`src/design/gcim_pkg.sv`:
```
`default_nettype none
package gcim_pkg;

  // ----------------------------------------
  // register map
  // ----------------------------------------
  localparam logic [4:0] GCIM_CTRL_OFS = 5'h1a;
  localparam logic [4:0] GCIM_MASK_OFS = 5'h1e;
  localparam logic [4:0] GCIM_PEND_OFS = 5'h1f;

  localparam logic [7:0] GCIM_CTRL_RST = 8'h00;
  localparam logic [7:0] GCIM_MASK_RST = 8'h00;

  // control word bit positions
  localparam int GCIM_B_SOFT_RESET = 7;
  localparam int GCIM_B_SUSPEND    = 6;
  localparam int GCIM_B_ACK        = 5;
  localparam int GCIM_B_CNT_CLEAR  = 4;
  localparam int GCIM_B_SAMPLE     = 3;
  localparam int GCIM_B_OOF_PAUSE  = 2;
  localparam int GCIM_B_RESERVED   = 1;
  localparam int GCIM_B_DOUBLE     = 0;

  // mask / pending bit positions
  localparam int GCIM_E_FRAME_SYNC = 7;
  localparam int GCIM_E_SIG_MF     = 6;
  localparam int GCIM_E_CRC_MF     = 5;
  localparam int GCIM_E_AIS        = 4;
  localparam int GCIM_E_LOS        = 3;
  localparam int GCIM_E_CONS_FAS   = 2;
  localparam int GCIM_E_REMOTE_MF  = 1;
  localparam int GCIM_E_SLIP       = 0;

  // events taken from level changes; the rest are pulses
  localparam logic [7:0] GCIM_LEVEL_EVENTS = 8'hfa;

  // ----------------------------------------
  // timing
  // ----------------------------------------
  localparam int GCIM_CLK_PERIOD_NS  = 8;
  localparam int GCIM_HDLC_GAP_NS    = 160;
  localparam int GCIM_HDLC_FAST_NS   = 80;
  localparam logic [7:0] GCIM_HDLC_GAP_CYC  =
    8'((GCIM_HDLC_GAP_NS + GCIM_CLK_PERIOD_NS - 1) / GCIM_CLK_PERIOD_NS);
  localparam logic [7:0] GCIM_HDLC_FAST_CYC =
    8'((GCIM_HDLC_FAST_NS + GCIM_CLK_PERIOD_NS - 1) / GCIM_CLK_PERIOD_NS);

  // ----------------------------------------
  // carriers
  // ----------------------------------------
  typedef struct packed {
    logic frame_sync_lost;
    logic sig_mf_sync;
    logic crc_mf_sync;
    logic ais;
    logic los;
    logic remote_mf_alarm;
  } gcim_level_type;

  typedef struct packed {
    logic cons_fas_err;
    logic frame_slip;
  } gcim_pulse_type;

  typedef struct packed {
    logic clear;
    logic update;
    logic lcv_enable;
  } gcim_cnt_ctrl_type;

  typedef struct packed {
    logic [7:0]        ctrl;
    logic [7:0]        mask;
    logic [7:0]        pend;
    gcim_level_type    prev;
    logic              soft_reset;
    logic [7:0]        rdata;
    logic              irq_n;
    logic              irq_oe_n;
    gcim_cnt_ctrl_type cnt;
    logic              hdlc_double;
    logic [7:0]        hdlc_gap;
  } gcim_state_type;

endpackage : gcim_pkg
`default_nettype wire

```
`src/design/gcim_ctrl.sv`:
```
// Operation
// - Control bit 7 rising edge returns the whole device to default configuration.
// - Suspend bit 6 set floats the interrupt output and ignores all events.
// - Any toggle of acknowledge bit 5 clears pending interrupts, output high, unless an unmasked event arrives in that same cycle.
// - Counter clear bit 4 set clears and holds all status counters at zero.
// - Sample bit 3 set lets error counters update only on one-second ticks.
// - Pause bit 2 high stops line code violation counting while out of frame.
// - Pause bit 2 low keeps line code violation counting while out of frame.
// - Double-speed bit 0 doubles HDLC clock; access gap 160ns becomes 80ns.
// - Each mask bit enables its interrupt source when one, blocks when zero.
// - Mask bit 7: interrupt on each change of basic frame sync loss.
// - Mask bit 6: interrupt on each change of signaling multiframe sync.
// - Mask bit 5: interrupt on each change of CRC-4 multiframe sync.
// - Mask bit 4: interrupt on each change of received alarm indication.
// - Mask bit 3: interrupt on each change of loss-of-signal state.
// - Mask bit 2: interrupt on two consecutive errored frame alignment signals.
// - Mask bit 1: interrupt on each change of remote multiframe alarm.
// - Mask bit 0: interrupt on each controlled frame slip.
`default_nettype none
module gcim_ctrl
  import gcim_pkg::*;
(
  // clock and reset
  input  wire logic              clk,
  input  wire logic              rst_n,
  // microprocessor register port
  input  wire logic              reg_cs,
  input  wire logic              reg_wr,
  input  wire logic              reg_rd,
  input  wire logic [4:0]        reg_addr,
  input  wire logic [7:0]        reg_wdata,
  output var  logic [7:0]        reg_rdata,
  // event sources
  input  wire gcim_level_type    ev_level,
  input  wire gcim_pulse_type    ev_pulse,
  input  wire logic              out_of_frame,
  input  wire logic              one_sec_tick,
  // interrupt request pin
  output var  logic              irq_n_o,
  output var  logic              irq_oe_n,
  // device control
  output var  logic              soft_reset,
  output var  gcim_cnt_ctrl_type cnt_ctrl,
  output var  logic              hdlc_double_speed,
  output var  logic [7:0]        hdlc_gap_cycles
);

  gcim_state_type s_q;
  gcim_state_type s_d;

  logic [7:0] lvl_vec;
  logic [7:0] prev_vec;
  logic [7:0] evt_vec;
  logic       wr_ctrl;
  logic       wr_mask;
  logic       rd_hit;

  // ----------------------------------------
  // event vector
  // ----------------------------------------
  function automatic logic [7:0] gcim_lvl_vec(input gcim_level_type l);
    gcim_lvl_vec = {l.frame_sync_lost, l.sig_mf_sync, l.crc_mf_sync, l.ais,
                    l.los, 1'b0, l.remote_mf_alarm, 1'b0};
  endfunction

  always_comb begin
    lvl_vec  = gcim_lvl_vec(ev_level);
    prev_vec = gcim_lvl_vec(s_q.prev);
    evt_vec  = ((lvl_vec ^ prev_vec) & GCIM_LEVEL_EVENTS)
             | {5'h00, ev_pulse.cons_fas_err, 1'b0, ev_pulse.frame_slip};
    wr_ctrl  = reg_cs && reg_wr && (reg_addr == GCIM_CTRL_OFS);
    wr_mask  = reg_cs && reg_wr && (reg_addr == GCIM_MASK_OFS);
    rd_hit   = reg_cs && reg_rd;
  end

  // ----------------------------------------
  // next state
  // ----------------------------------------
  always_comb begin
    logic [7:0] ctrl_n;
    logic [7:0] pend_n;
    logic       ack;
    logic       susp;
    ctrl_n = s_q.ctrl;
    pend_n = s_q.pend;
    ack    = 1'b0;
    susp   = 1'b0;
    s_d    = s_q;

    s_d.prev       = ev_level;
    s_d.soft_reset = 1'b0;

    if (wr_ctrl) begin
      ctrl_n = reg_wdata;
      ack    = reg_wdata[GCIM_B_ACK] ^ s_q.ctrl[GCIM_B_ACK];
    end
    if (wr_mask) begin
      s_d.mask = reg_wdata;
    end

    susp = ctrl_n[GCIM_B_SUSPEND];
    if (ack) begin
      pend_n = 8'h00;
    end
    if (!susp) begin
      pend_n = pend_n | (evt_vec & s_q.mask);
    end
    s_d.ctrl = ctrl_n;
    s_d.pend = pend_n;

    s_d.irq_n    = ~|(pend_n & s_q.mask) | susp;
    s_d.irq_oe_n = susp;

    s_d.cnt.clear      = ctrl_n[GCIM_B_CNT_CLEAR];
    s_d.cnt.update     = !ctrl_n[GCIM_B_SAMPLE] || one_sec_tick;
    s_d.cnt.lcv_enable = !(ctrl_n[GCIM_B_OOF_PAUSE] && out_of_frame);
    s_d.hdlc_double    = ctrl_n[GCIM_B_DOUBLE];
    s_d.hdlc_gap       = ctrl_n[GCIM_B_DOUBLE] ? GCIM_HDLC_FAST_CYC : GCIM_HDLC_GAP_CYC;

    if (rd_hit) begin
      unique case (reg_addr)
        GCIM_CTRL_OFS: s_d.rdata = s_q.ctrl;
        GCIM_MASK_OFS: s_d.rdata = s_q.mask;
        GCIM_PEND_OFS: s_d.rdata = s_q.pend;
        default:       s_d.rdata = 8'h00;
      endcase
    end

    if (wr_ctrl && reg_wdata[GCIM_B_SOFT_RESET] && !s_q.ctrl[GCIM_B_SOFT_RESET]) begin
      s_d.ctrl           = GCIM_CTRL_RST;
      s_d.mask           = GCIM_MASK_RST;
      s_d.pend           = 8'h00;
      s_d.irq_n          = 1'b1;
      s_d.irq_oe_n       = 1'b0;
      s_d.cnt.clear      = 1'b0;
      s_d.cnt.update     = 1'b1;
      s_d.cnt.lcv_enable = 1'b1;
      s_d.hdlc_double    = 1'b0;
      s_d.hdlc_gap       = GCIM_HDLC_GAP_CYC;
      s_d.soft_reset     = 1'b1;
    end
  end

  // ----------------------------------------
  // state register
  // ----------------------------------------
  always_ff @(posedge clk or negedge rst_n) begin
    if (!rst_n) begin
      s_q.ctrl           <= GCIM_CTRL_RST;
      s_q.mask           <= GCIM_MASK_RST;
      s_q.pend           <= 8'h00;
      s_q.prev           <= '0;
      s_q.soft_reset     <= 1'b0;
      s_q.rdata          <= 8'h00;
      s_q.irq_n          <= 1'b1;
      s_q.irq_oe_n       <= 1'b0;
      s_q.cnt.clear      <= 1'b0;
      s_q.cnt.update     <= 1'b1;
      s_q.cnt.lcv_enable <= 1'b1;
      s_q.hdlc_double    <= 1'b0;
      s_q.hdlc_gap       <= GCIM_HDLC_GAP_CYC;
    end else begin
      s_q <= s_d;
    end
  end

  // ----------------------------------------
  // outputs
  // ----------------------------------------
  assign reg_rdata         = s_q.rdata;
  assign irq_n_o           = s_q.irq_n;
  assign irq_oe_n          = s_q.irq_oe_n;
  assign soft_reset        = s_q.soft_reset;
  assign cnt_ctrl          = s_q.cnt;
  assign hdlc_double_speed = s_q.hdlc_double;
  assign hdlc_gap_cycles   = s_q.hdlc_gap;
endmodule // gcim_ctrl
`default_nettype wire

```
`config.mk`:
```
export PLATFORM = sky130hd
export DESIGN_NAME = gcim_ctrl
export DESIGN_NICKNAME = d
export VERILOG_FILES = /design/src/design/gcim_pkg.sv /design/src/design/gcim_ctrl.sv
export SDC_FILE = /design/constraint.sdc
export NUM_CORES = 1
export LEC_CHECK = 0
export ABC_CLOCK_PERIOD_IN_PS = 3200
export BUFFER_PORTS_ARGS = -buffer_cell sky130_fd_sc_hd__buf_2
export CORE_AREA = 2 2 65 67
export CTS_CLUSTER_DIAMETER = 150
export DETAILED_ROUTE_END_ITERATION = 8
export DIE_AREA = 0 0 67 69
export PLACE_DENSITY = 0.85
export SLEW_MARGIN = 10
export SYNTH_ARGS = -nofsm -noshare
export SYNTH_HDL_FRONTEND = slang
export SYNTH_SLANG_ARGS = --single-unit
```
`constraint.sdc`:
```
create_clock -name clk -period 3.2 [get_ports clk]
set_clock_uncertainty 0.05 [all_clocks]
set_input_delay 0.32 -clock clk [delete_from_list [all_inputs] [get_ports clk]]
set_output_delay 0.32 -clock clk [all_outputs]
set_load 0.01 [all_outputs]
```
==> summary.md, run 1 <==
| Metric | Value |
|---|---|
| Most common cell in the netlist | dfrtp_1 |
| Residual DRC count | 0 |
| Longest Clk Path Bufs | 2 |
| Die height | 69 um |
| #FFs+latches synth | 43 |
| CP Data Required Time | 3.33 ns |
| Initial Util | 53.6% |
| GRT Residual Overflow | 0 |
| Number of core rows | 23 |
| DIE AREA | 4620 um2 |
| Core Region | 3910 um2 |
| Synth Cell Area | 2100 um2 |
| Setup WS pre-CTS | 1.11 ns |
| Via-to-Cell Ratio | 5.35 |
| Fin crit period | 1.79 ns |
| Dominant cell type by area after synthesis | dfrtp_1 |
| Initial DRC Count | 175 |
| Post-detail-place hpwl | 3.10 mm |
| Routed vias | 1588 |
| Power, Total | 1.29 mW |
| Port Buf Inserts | 46 |
| Met3 Resource Use GR | 4.40% |
| Mapped Cells | 214 |
| Initial antenna violation count | 0 |
| Post-route ant nets | 0 |
| RSZ-0062 raised after global routing | false |
| CP cell instances | buf_2 > nand4b_4 > or3_4 > nor2_1 > buf_4 > a21oi_1 |
| Layout cell share with drive strength beyond 1 | 24.7% |
| Synthesis Warnings | 0 |
| Post CTS Setup Buffer Count | 0 |
| TNS Setup | 0 ns |
| Clk pin slew, worst setup/hold paths | 0.08 ns |
| CP Max Fanout | 19 |
| Final Hold Fails | 0 |
| Worst-Skew Late Latency | 0.30 ns |
| Part of the cycle the worst path needs | 56.1% |
| Worst slew pin tran | 0.897 ns |
| EDFF count, synth | 0 |
| Cts hold-fix bufs | 0 |
| Fin Hold WS | 0.0869 ns |
| Status | complete, no violations |
| Root buffer cell | clkbuf_8 |
| Post-CTS sizing | 0 |
| # Max-Cap Violations | 0 |
| Area growth syn-to-layout | 10.4% |
| Synth area leaders | dfrtp_1 (47%), buf_4 (7.2%), nand2_1 (6.1%) |
| Leak | 1.07 nW |
| Die Wd | 67 um |
| Maximum clock rate | 557 MHz |
| Placed cell count | 289 |
| Filler cell count | 355 |
| H-tree levels | 2 |
| Global Route met2 Usage | 29.9% |
| All-Layer GR Usage | 20.4% |
| Io pins | 51 |
| Number of CTS-inserted buffers | 5 |
| Register area share after synthesis | 51.6% |
| Vias in the first global route | 1543 |
| Sink Count | 43 |
| Diode count | 0 |
| Final instance area | 2310 um2 |
| Pwr dens | 558 nW/um2 |
| CP Data Arrival Time | 1.92 ns |
| Slowest-stage cell, CP | or3_4 |
| R2R Setup Slk | 1.62 ns |
| Placer congestion estimate | 0.905 |
| Hold Crit Class | in -> async |
| Non-filler cells, final | 297 |
| Post-synth ARST share | 100% |
| Max-slew violation count | 0 |
| Most used DFF post-synth | dfrtp_1 |
| Busiest grt layer | met2 |
| Worst Slack Setup Final | 1.41 ns |
| CP peak stage delay | 0.52 ns |
| Pin count of the biggest net entering global routing | 44 |
| First-pass GRT wire length | 7.17 mm |
| Top delay family on crit path | simple AND/OR/NAND/NOR gates |
| CTS tree | done |
| Routing usage on met1 | 29.0% |
| Avg WL per Cell | 14.5 um |
| Syn_area_per_cell | 9.80 um2 |
| Synth cell count leaders | dfrtp_1 (39), nand2_1 (34), a21oi_1 (24), buf_4 (20), nor2_1 (19) |
| Synth unique cells | 31 |
| Drt first pass iters | 4 |
| VDD IR-drop max | 294 uV |
| CP endpoint kind | flip-flop |
| Rel. slew slack | 40.2% |
| Nets@finish | 274 |
| Critical path class | in -> reg |
| Area share of the largest cell type after synthesis | 46.5% |
| DP Area | 2230 um2 |
| Final Setup Violations | 0 |
| Final core utilization | 59.1% |
| Type of origin of the critical path | input pin |
| Worst Path Buf+Inv | 2 |
| Drt total wl | 4.30 mm |
## cell families after synthesis
kind of cell              count (synthesis)  synth area share [%]
xor gates and xnor gates                  7                  2.92
muxes                                    12                  5.79
AOI/OAI and AO/OA                        54                  15.3
buffers and inverters                    28                  9.07
and+or+nand+nor                          69                  15.2
other                                     1                 0.179
DFF                                      43                  51.6
## area by class of cell
type,count,area (um2),area share [%]
flip-flops and latches,43,1080,46.7
multi-input cells,146,837,36.2
repair buffers,48,245,10.6
clock buffers,7,76.3,3.30
well taps,50,62.6,2.70
inverters,2,7.51,0.324
clock inverters,1,5.00,0.216
## flip-flops by register name, summed over array words and instances (netlist names)
name / flops
reg_rdata: 8
soft_reset: 1
cnt_ctrl: 2
prev_vec: 6
irq_n_o: 1
hdlc_gap_cycles: 1
s_q: 24
## routing by layer
metal | up-vias | wire length, um
li1 | 780 | -
met1 | 742 | 1940
met2 | 56 | 2000
met3 | 10 | 271
met4 | 0 | 91
met5 | - | 0
## where the power goes
part | total [mW] | internal [mW] | switching, mW
sequential | 0.716 | 0.641 | 0.0740
combinational | 0.244 | 0.117 | 0.127
clock | 0.331 | 0.153 | 0.178
## worst paths after layout
check                              from            to  cells after the start
setup / recovery            reg_addr[0]       s_q[44]                      6
hold / removal                    rst_n       s_q[37]                      1
setup reg to reg                s_q[52]       s_q[44]                      4
hold reg to reg            reg_rdata[5]  reg_rdata[5]                      2
max in group asynchronous         rst_n       s_q[30]                      1
min in group clk           out_of_frame   cnt_ctrl[0]                      2
## placed cells by master, fill, tap and decap left out, drive strengths merged, types with 5 or more instances in the layout
| master | instances |
|---|---|
| o21ai | 14 |
| clkbuf | 7 |
| mux2i | 11 |
| nor2 | 19 |
| xor2 | 6 |
| buf | 48 |
| nand2 | 34 |
| o2bb2ai | 6 |
| a21oi | 24 |
| dfrtp | 39 |
| or3 | 5 |
Power figures use the tool's default switching activity.
==> inputs of run 2 (changes only) <==
--- a/config.mk
+++ b/config.mk
@@ -5,13 +5,14 @@
 export SDC_FILE = /design/constraint.sdc
 export NUM_CORES = 1
 export LEC_CHECK = 0
-export ABC_CLOCK_PERIOD_IN_PS = 3200
+export ABC_AREA = 1
+export ABC_CLOCK_PERIOD_IN_PS = 1500
 export BUFFER_PORTS_ARGS = -buffer_cell sky130_fd_sc_hd__buf_2
-export CORE_AREA = 2 2 65 67
+export CORE_AREA = 2 2 71 73
 export CTS_CLUSTER_DIAMETER = 150
 export DETAILED_ROUTE_END_ITERATION = 8
-export DIE_AREA = 0 0 67 69
-export PLACE_DENSITY = 0.85
+export DIE_AREA = 0 0 73 75
+export PLACE_DENSITY = 0.78
 export SLEW_MARGIN = 10
 export SYNTH_ARGS = -nofsm -noshare
 export SYNTH_HDL_FRONTEND = slang
==> constraint.sdc (replaced) <==
create_clock -name clk -period 1.5 [get_ports clk]
set_clock_uncertainty 0.05 [all_clocks]
set_input_delay 0.15 -clock clk [delete_from_list [all_inputs] [get_ports clk]]
set_output_delay 0.15 -clock clk [all_outputs]
set_load 0.01 [all_outputs]
==> summary.md, run 2 <==
| Metric | Value |
|---|---|
| Status | complete, no violations |
| Worst Slack Setup Final | 0.0320 ns |
| Pin count of the biggest net entering global routing | 24 |
| Vias in the first global route | 1774 |
| Mapped Cells | 256 |
| Final core utilization | 57.7% |
| Worst-Skew Late Latency | 0.29 ns |
| Rel. slew slack | 66.3% |
| Via-to-Cell Ratio | 4.97 |
| Most used DFF post-synth | dfrtp_1 |
| #FFs+latches synth | 43 |
| Post-route ant nets | 0 |
| DIE AREA | 5480 um2 |
| Register area share after synthesis | 49.8% |
| Post-synth ARST share | 100% |
| Port Buf Inserts | 46 |
| Area growth syn-to-layout | 23.9% |
| Syn_area_per_cell | 8.47 um2 |
| Number of core rows | 25 |
| Routed vias | 1843 |
| Metal2 WL | 2.49 mm |
| Drt total wl | 4.93 mm |
| Final Hold Fails | 0 |
| Clk pin slew, worst setup/hold paths | 0.08 ns |
| DP Area | 2450 um2 |
| Worst slew pin tran | 0.505 ns |
| Power, Total | 2.75 mW |
| Maximum clock rate | 681 MHz |
| EDFF count, synth | 0 |
| Critical path class | reg -> reg |
| Part of the cycle the worst path needs | 97.9% |
| Commonest non-fill, non-tap cell in the layout | nand2_1 |
| Core Region | 4660 um2 |
| Nets@finish | 344 |
| Layout cell share with drive strength beyond 1 | 30.6% |
| Setup WS pre-CTS | -0.0535 ns |
| Fin crit period | 1.47 ns |
| Met1 wire length | 2.13 mm |
| Most frequent cells in the layout | nand2_1 (78), buf_2 (46), dfrtp_1 (39), o21ai_0 (20) |
| Max-slew violation count | 0 |
| Final instance area | 2690 um2 |
| CP Max Fanout | 8 |
| Initial Util | 46.6% |
| Type of origin of the critical path | flip-flop |
| Die Wd | 73 um |
| All-Layer GR Usage | 20.1% |
| Hold Crit Class | in -> reg |
| Synth cell count leaders | nand2_1 (84), dfrtp_1 (39), buf_4 (20), o21ai_0 (20) |
| Synth unique cells | 25 |
| GRT Residual Overflow | 0 |
| H-tree levels | 2 |
| Initial antenna violation count | 0 |
| Placer congestion estimate | 0.829 |
| Initial DRC Count | 83 |
| Diode count | 0 |
| Die height | 75 um |
| Residual DRC count | 0 |
| Synthesis Warnings | 0 |
| Most common cell in the netlist | nand2_1 |
| Non-filler cells, final | 371 |
| First-pass GRT wire length | 8.28 mm |
| Number of CTS-inserted buffers | 5 |
| R2R Setup Slk | 0.03 ns |
| Avg WL per Cell | 13.3 um |
| CTS tree | done |
| Biggest register | s_q |
| Final Setup Violations | 0 |
| Filler cell count | 422 |
| Root buffer cell | clkbuf_8 |
| Sink Count | 43 |
| Placed cell count | 352 |
| Pwr dens | 1020 nW/um2 |
| Dominant cell type by area after synthesis | dfrtp_1 |
| Met3 routed WL | 211 um |
| VDD IR-drop max | 584 uV |
| Synth area leaders | dfrtp_1 (45%), nand2_1 (15%), buf_4 (6.9%) |
| Area share of the largest cell type after synthesis | 45.0% |
| Leak | 1.38 nW |
| Largest register FFs | 24 |
| Io pins | 51 |
| Longest Clk Path Bufs | 2 |
| Drt first pass iters | 4 |
| Max layer used | met4 |
| # Max-Cap Violations | 0 |
| Synth Cell Area | 2170 um2 |
| CP Data Required Time | 1.69 ns |
| CP Data Arrival Time | 1.65 ns |
| CP endpoint kind | flip-flop |
| Post-detail-place hpwl | 3.68 mm |
-- run 2: cell types whose count changed after synthesis, moves of 4 or more --
cell,before,now
a21oi_1,24,15
inv_1,2,17
mux2i_1,11,1
nand2_1,34,84
nand3_1,4,17
nor2_1,19,13
nor2_4,0,4
o21ai_0,14,20
o2bb2ai_1,6,0
or3_1,4,0
xor2_1,6,1
-- run 2: timing repair --
action	in CTS	in global routing
endpoints found under the hold margin	25	0
buffers inserted	0	2
gates resized for setup	1	7
hold buffers	9	0
endpoints found under the setup margin	1	1
pin swaps	0	7
-- run 2: kinds of logic after synthesis --
logic type,synth area share (%)
and+or+nand+nor,28.8
DFF,49.8
muxes,0.461
AOI/OAI and AO/OA,8.30
buffers and inverters,10.4
xor gates and xnor gates,2.02
other,0.173
-- run 2: worst paths after layout --
path,cells past startpoint,to,startpoint
min in group asynchronous,2,prev_vec[3],rst_n
worst min register to register,2,reg_rdata[1],reg_rdata[1]
worst max-delay path,9,irq_n_o,s_q[50]
worst max register to register,9,irq_n_o,s_q[50]
worst min-delay path,3,s_q[40],reg_wdata[3]
max in group asynchronous,3,irq_n_o,rst_n
-- run 2: per-layer routing --
metal,global-route usage [%],vias to the layer above
li1,-,923
met5,0,-
met3,4.28,9
met1,26.0,856
met2,33.9,55
met4,6.58,0
-- run 2: stage by stage --
step	TNS [ns]	hold WS [ns]
after CTS	0	0.0660
after floorplan	0	-0.196
after global placement	-0.0295	0.0955
after global routing	-0.0237	0.0768
after detailed placement	-0.0535	0.0939
final	0	0.0663
-- run 2: power breakdown --
group,switching (mW),internal [mW]
logic,0.315,0.233
clock network,0.383,0.419
registers,0.0977,1.31
total,0.796,1.96
-- run 2: layout make-up --
type / instances / area (um2) / share of cell area, %
clock inverter: 1 / 7.51 / 0.279
timing repair buffer: 71 / 465 / 17.3
multi-input combinational: 176 / 900 / 33.5
sequential: 43 / 1080 / 40.2
clock buffer: 7 / 96.3 / 3.58
inverter: 19 / 71.3 / 2.65
tap: 54 / 67.6 / 2.51
-- run 2: critical path, cell delays in order (launching register included) --
cell and delay [ns]:
dfrtp_1 0.43, xor2_2 0.19, nand3_4 0.16, nand2_2 0.13, nand2_2 0.07, nand2_2 0.08, nand2_2 0.05, nor2_2 0.13
nand2_1 0.06, nand2_1 0.06
==> inputs of run 3 (changes only) <==
--- a/config.mk
+++ b/config.mk
@@ -8,11 +8,11 @@
 export ABC_AREA = 1
 export ABC_CLOCK_PERIOD_IN_PS = 1500
 export BUFFER_PORTS_ARGS = -buffer_cell sky130_fd_sc_hd__buf_2
-export CORE_AREA = 2 2 71 73
+export CORE_AREA = 2 2 89 91
 export CTS_CLUSTER_DIAMETER = 150
 export DETAILED_ROUTE_END_ITERATION = 8
-export DIE_AREA = 0 0 73 75
-export PLACE_DENSITY = 0.78
+export DIE_AREA = 0 0 91 93
+export PLACE_DENSITY = 0.55
 export SLEW_MARGIN = 10
 export SYNTH_ARGS = -nofsm -noshare
 export SYNTH_HDL_FRONTEND = slang
==> summary.md, run 3 (synthesis gave the netlist of run 2 again) <==
| Metric | Value |
|---|---|
| CP Max Fanout | 8 |
| Vias in the first global route | 1869 |
| R2R depth | 9 |
| CP endpoint kind | flip-flop |
| Clk pin slew, worst setup/hold paths | 0.08 ns |
| RSZ-0062 raised after global routing | true |
| Nets@finish | 342 |
| First-pass GRT wire length | 8.80 mm |
| R2R Setup Slk | 0.10 ns |
| Area growth syn-to-layout | 25.7% |
| Core Region | 7530 um2 |
| Top delay family on crit path | simple AND/OR/NAND/NOR gates |
| Initial DRC Count | 68 |
| Die height | 93 um |
| Sw Pwr | 787 uW |
| Most frequent cells in the layout | nand2_1 (84), buf_2 (46), dfrtp_1 (39), o21ai_0 (20) |
| Routed vias | 1826 |
| Final core utilization | 36.2% |
| Leak | 1.37 nW |
| Worst Path Buf+Inv | 0 |
| Drt total wl | 5.27 mm |
| Root buffer cell | clkbuf_8 |
| Non-filler cells, final | 417 |
| Post-detail-place hpwl | 3.98 mm |
| Int Power | 1.95 mW |
| Diode count | 0 |
| Longest Clk Path Bufs | 2 |
| Type of origin of the critical path | flip-flop |
| Drt first pass iters | 5 |
| Largest register FFs | 24 |
| Critical path class | reg -> reg |
| Placed cell count | 400 |
| Hold_sp | reg_wdata[4] |
| Pwr dens | 1000 nW/um2 |
| CP Data Required Time | 1.69 ns |
| Part of the power in combinational logic | 19.5% |
| Worst-Skew Late Latency | 0.30 ns |
| # Max-Cap Violations | 0 |
| Maximum clock rate | 717 MHz |
| Number of CTS-inserted buffers | 5 |
| CP peak stage delay | 0.43 ns |
| DIE AREA | 8460 um2 |
| Residual DRC count | 0 |
| R2R Path Start | s_q[50] |
| All-Layer GR Usage | 13.4% |
| Power, Total | 2.74 mW |
| WHS Endpoint | s_q[41] |
| Commonest non-fill, non-tap cell in the layout | nand2_1 |
| Switching Share | 28.8% |
| Sequential power share | 50.9% |
| Via-to-Cell Ratio | 4.38 |
| Slowest-stage cell, CP | dfrtp_1 |
| Reg2reg end | irq_n_o |
| Clk pwr share | 29.6% |
| Hold Crit Class | in -> reg |
| Pin count of the biggest net entering global routing | 44 |
| CP Data Arrival Time | 1.59 ns |
| CP cell instances | xor2_2 > nand3_4 > nand2_1 > nand2_1 > nand2_1 > nand2_1 > nor2_2 > nand2_1 > nand2_1 |
| Final Hold Fails | 0 |
| Hold path depth | 3 |
| Biggest register | s_q |
| Status | complete, no violations |
| Io pins | 51 |
| Number of core rows | 32 |
| H-tree levels | 2 |
| Port Buf Inserts | 46 |
| Placer congestion estimate | 0.807 |
| Final Setup Violations | 0 |
| CTS tree | done |
| Fin crit period | 1.40 ns |
| VDD IR-drop max | 409 uV |
| Initial Util | 28.8% |
| Initial antenna violation count | 0 |
| Filler cell count | 822 |
| GRT Residual Overflow | 0 |
| Die Wd | 91 um |
| Part of the cycle the worst path needs | 93.0% |
| Sink Count | 43 |
| Max-slew violation count | 0 |
| Avg WL per Cell | 12.6 um |
| Post-route ant nets | 0 |
| Crit path top cell by count | nand2_1 |
| Layout cell share with drive strength beyond 1 | 27.9% |
==> run 3: changes by cell type in the layout (fill, tap and decap cells not counted) <==
cell	previous run	this run
buf_4	14	11
clkinvlp_4	1	0
clkbuf_1	0	1
nand2_1	78	84
nand2_2	8	2
buf_12	2	3
==> run 3: metrics by stage <==
| stage | hold slack [ns] | setup TNS, ns | setup slack [ns] | instance area [um2] |
|---|---|---|---|---|
| detailed placement | 0.0955 | -0.152 | -0.134 | 2530 |
| global route | 0.0796 | -0.0306 | -0.0306 | 2730 |
| CTS | 0.0537 | 0 | 0.0167 | 2730 |
| floorplan | -0.196 | 0 | 0.216 | 2180 |
| finish | 0.0704 | 0 | 0.104 | 2730 |
| global placement | 0.101 | -0.104 | -0.104 | 2530 |
==> run 3: area by class of cell <==
class	instances	area [um2]	share of cell area, %
Tap cell	102	128	4.68
Timing Repair Buffer	69	463	17.0
Multi-Input combinational cell	176	885	32.4
Inverter	19	71.3	2.61
Sequential cell	43	1080	39.6
Clock buffer	8	100	3.67
==> run 3: worst max-delay path by stage <==
stage | slack (ns) | from | endpoint | cells after the start
2_1_floorplan | 0.22 | reg_addr[1] | s_q[38] | 9
3_3_place_gp | -0.10 | reg_cs | irq_n_o | 11
3_5_place_dp | -0.13 | reg_cs | irq_n_o | 11
4_1_cts | 0.02 | s_q[50] | irq_n_o | 9
5_1_grt | -0.03 | s_q[50] | irq_n_o | 9
6_report | 0.10 | s_q[50] | irq_n_o | 9
==> run 3: worst reg2reg max path: stages (launching register included) <==
cell,delay [ns]
dfrtp_1,0.43
xor2_2,0.20
nand3_4,0.15
nand2_1,0.12
nand2_1,0.06
nand2_1,0.06
nand2_1,0.06
nor2_2,0.11
nand2_1,0.06
nand2_1,0.06
==> run 3: repair_timing <==
item	in CTS	in global routing
pin swaps	0	2
hold endpoints to repair	47	0
setup buffers	0	0
setup endpoints to repair	1	1
hold buffers	9	0
resized for setup	1	1
==> run 3: power groups by stage <==
| stage | Sequential [mW] | Clock [mW] | Combinational [mW] |
|---|---|---|---|
| 2_1_floorplan | 1.40 | 0 | 0.366 |
| 6_report | 1.39 | 0.809 | 0.534 |
| 3_3_place_gp | 1.41 | 0 | 0.510 |
| 3_5_place_dp | 1.42 | 0 | 0.516 |
| 4_1_cts | 1.40 | 0.832 | 0.538 |
| 5_1_grt | 1.41 | 0.886 | 0.616 |
==> run 3: per-layer routing <==
| metal | GRT usage (%) | routed length [um] | part of all wire, % |
|---|---|---|---|
| met1 | 18.3 | 2420 | 46 |
| met2 | 21.4 | 2580 | 49 |
| met3 | 2.66 | 214 | 4.1 |
| met4 | 4.92 | 56 | 1.1 |
| met5 | 0 | 0 | 0 |
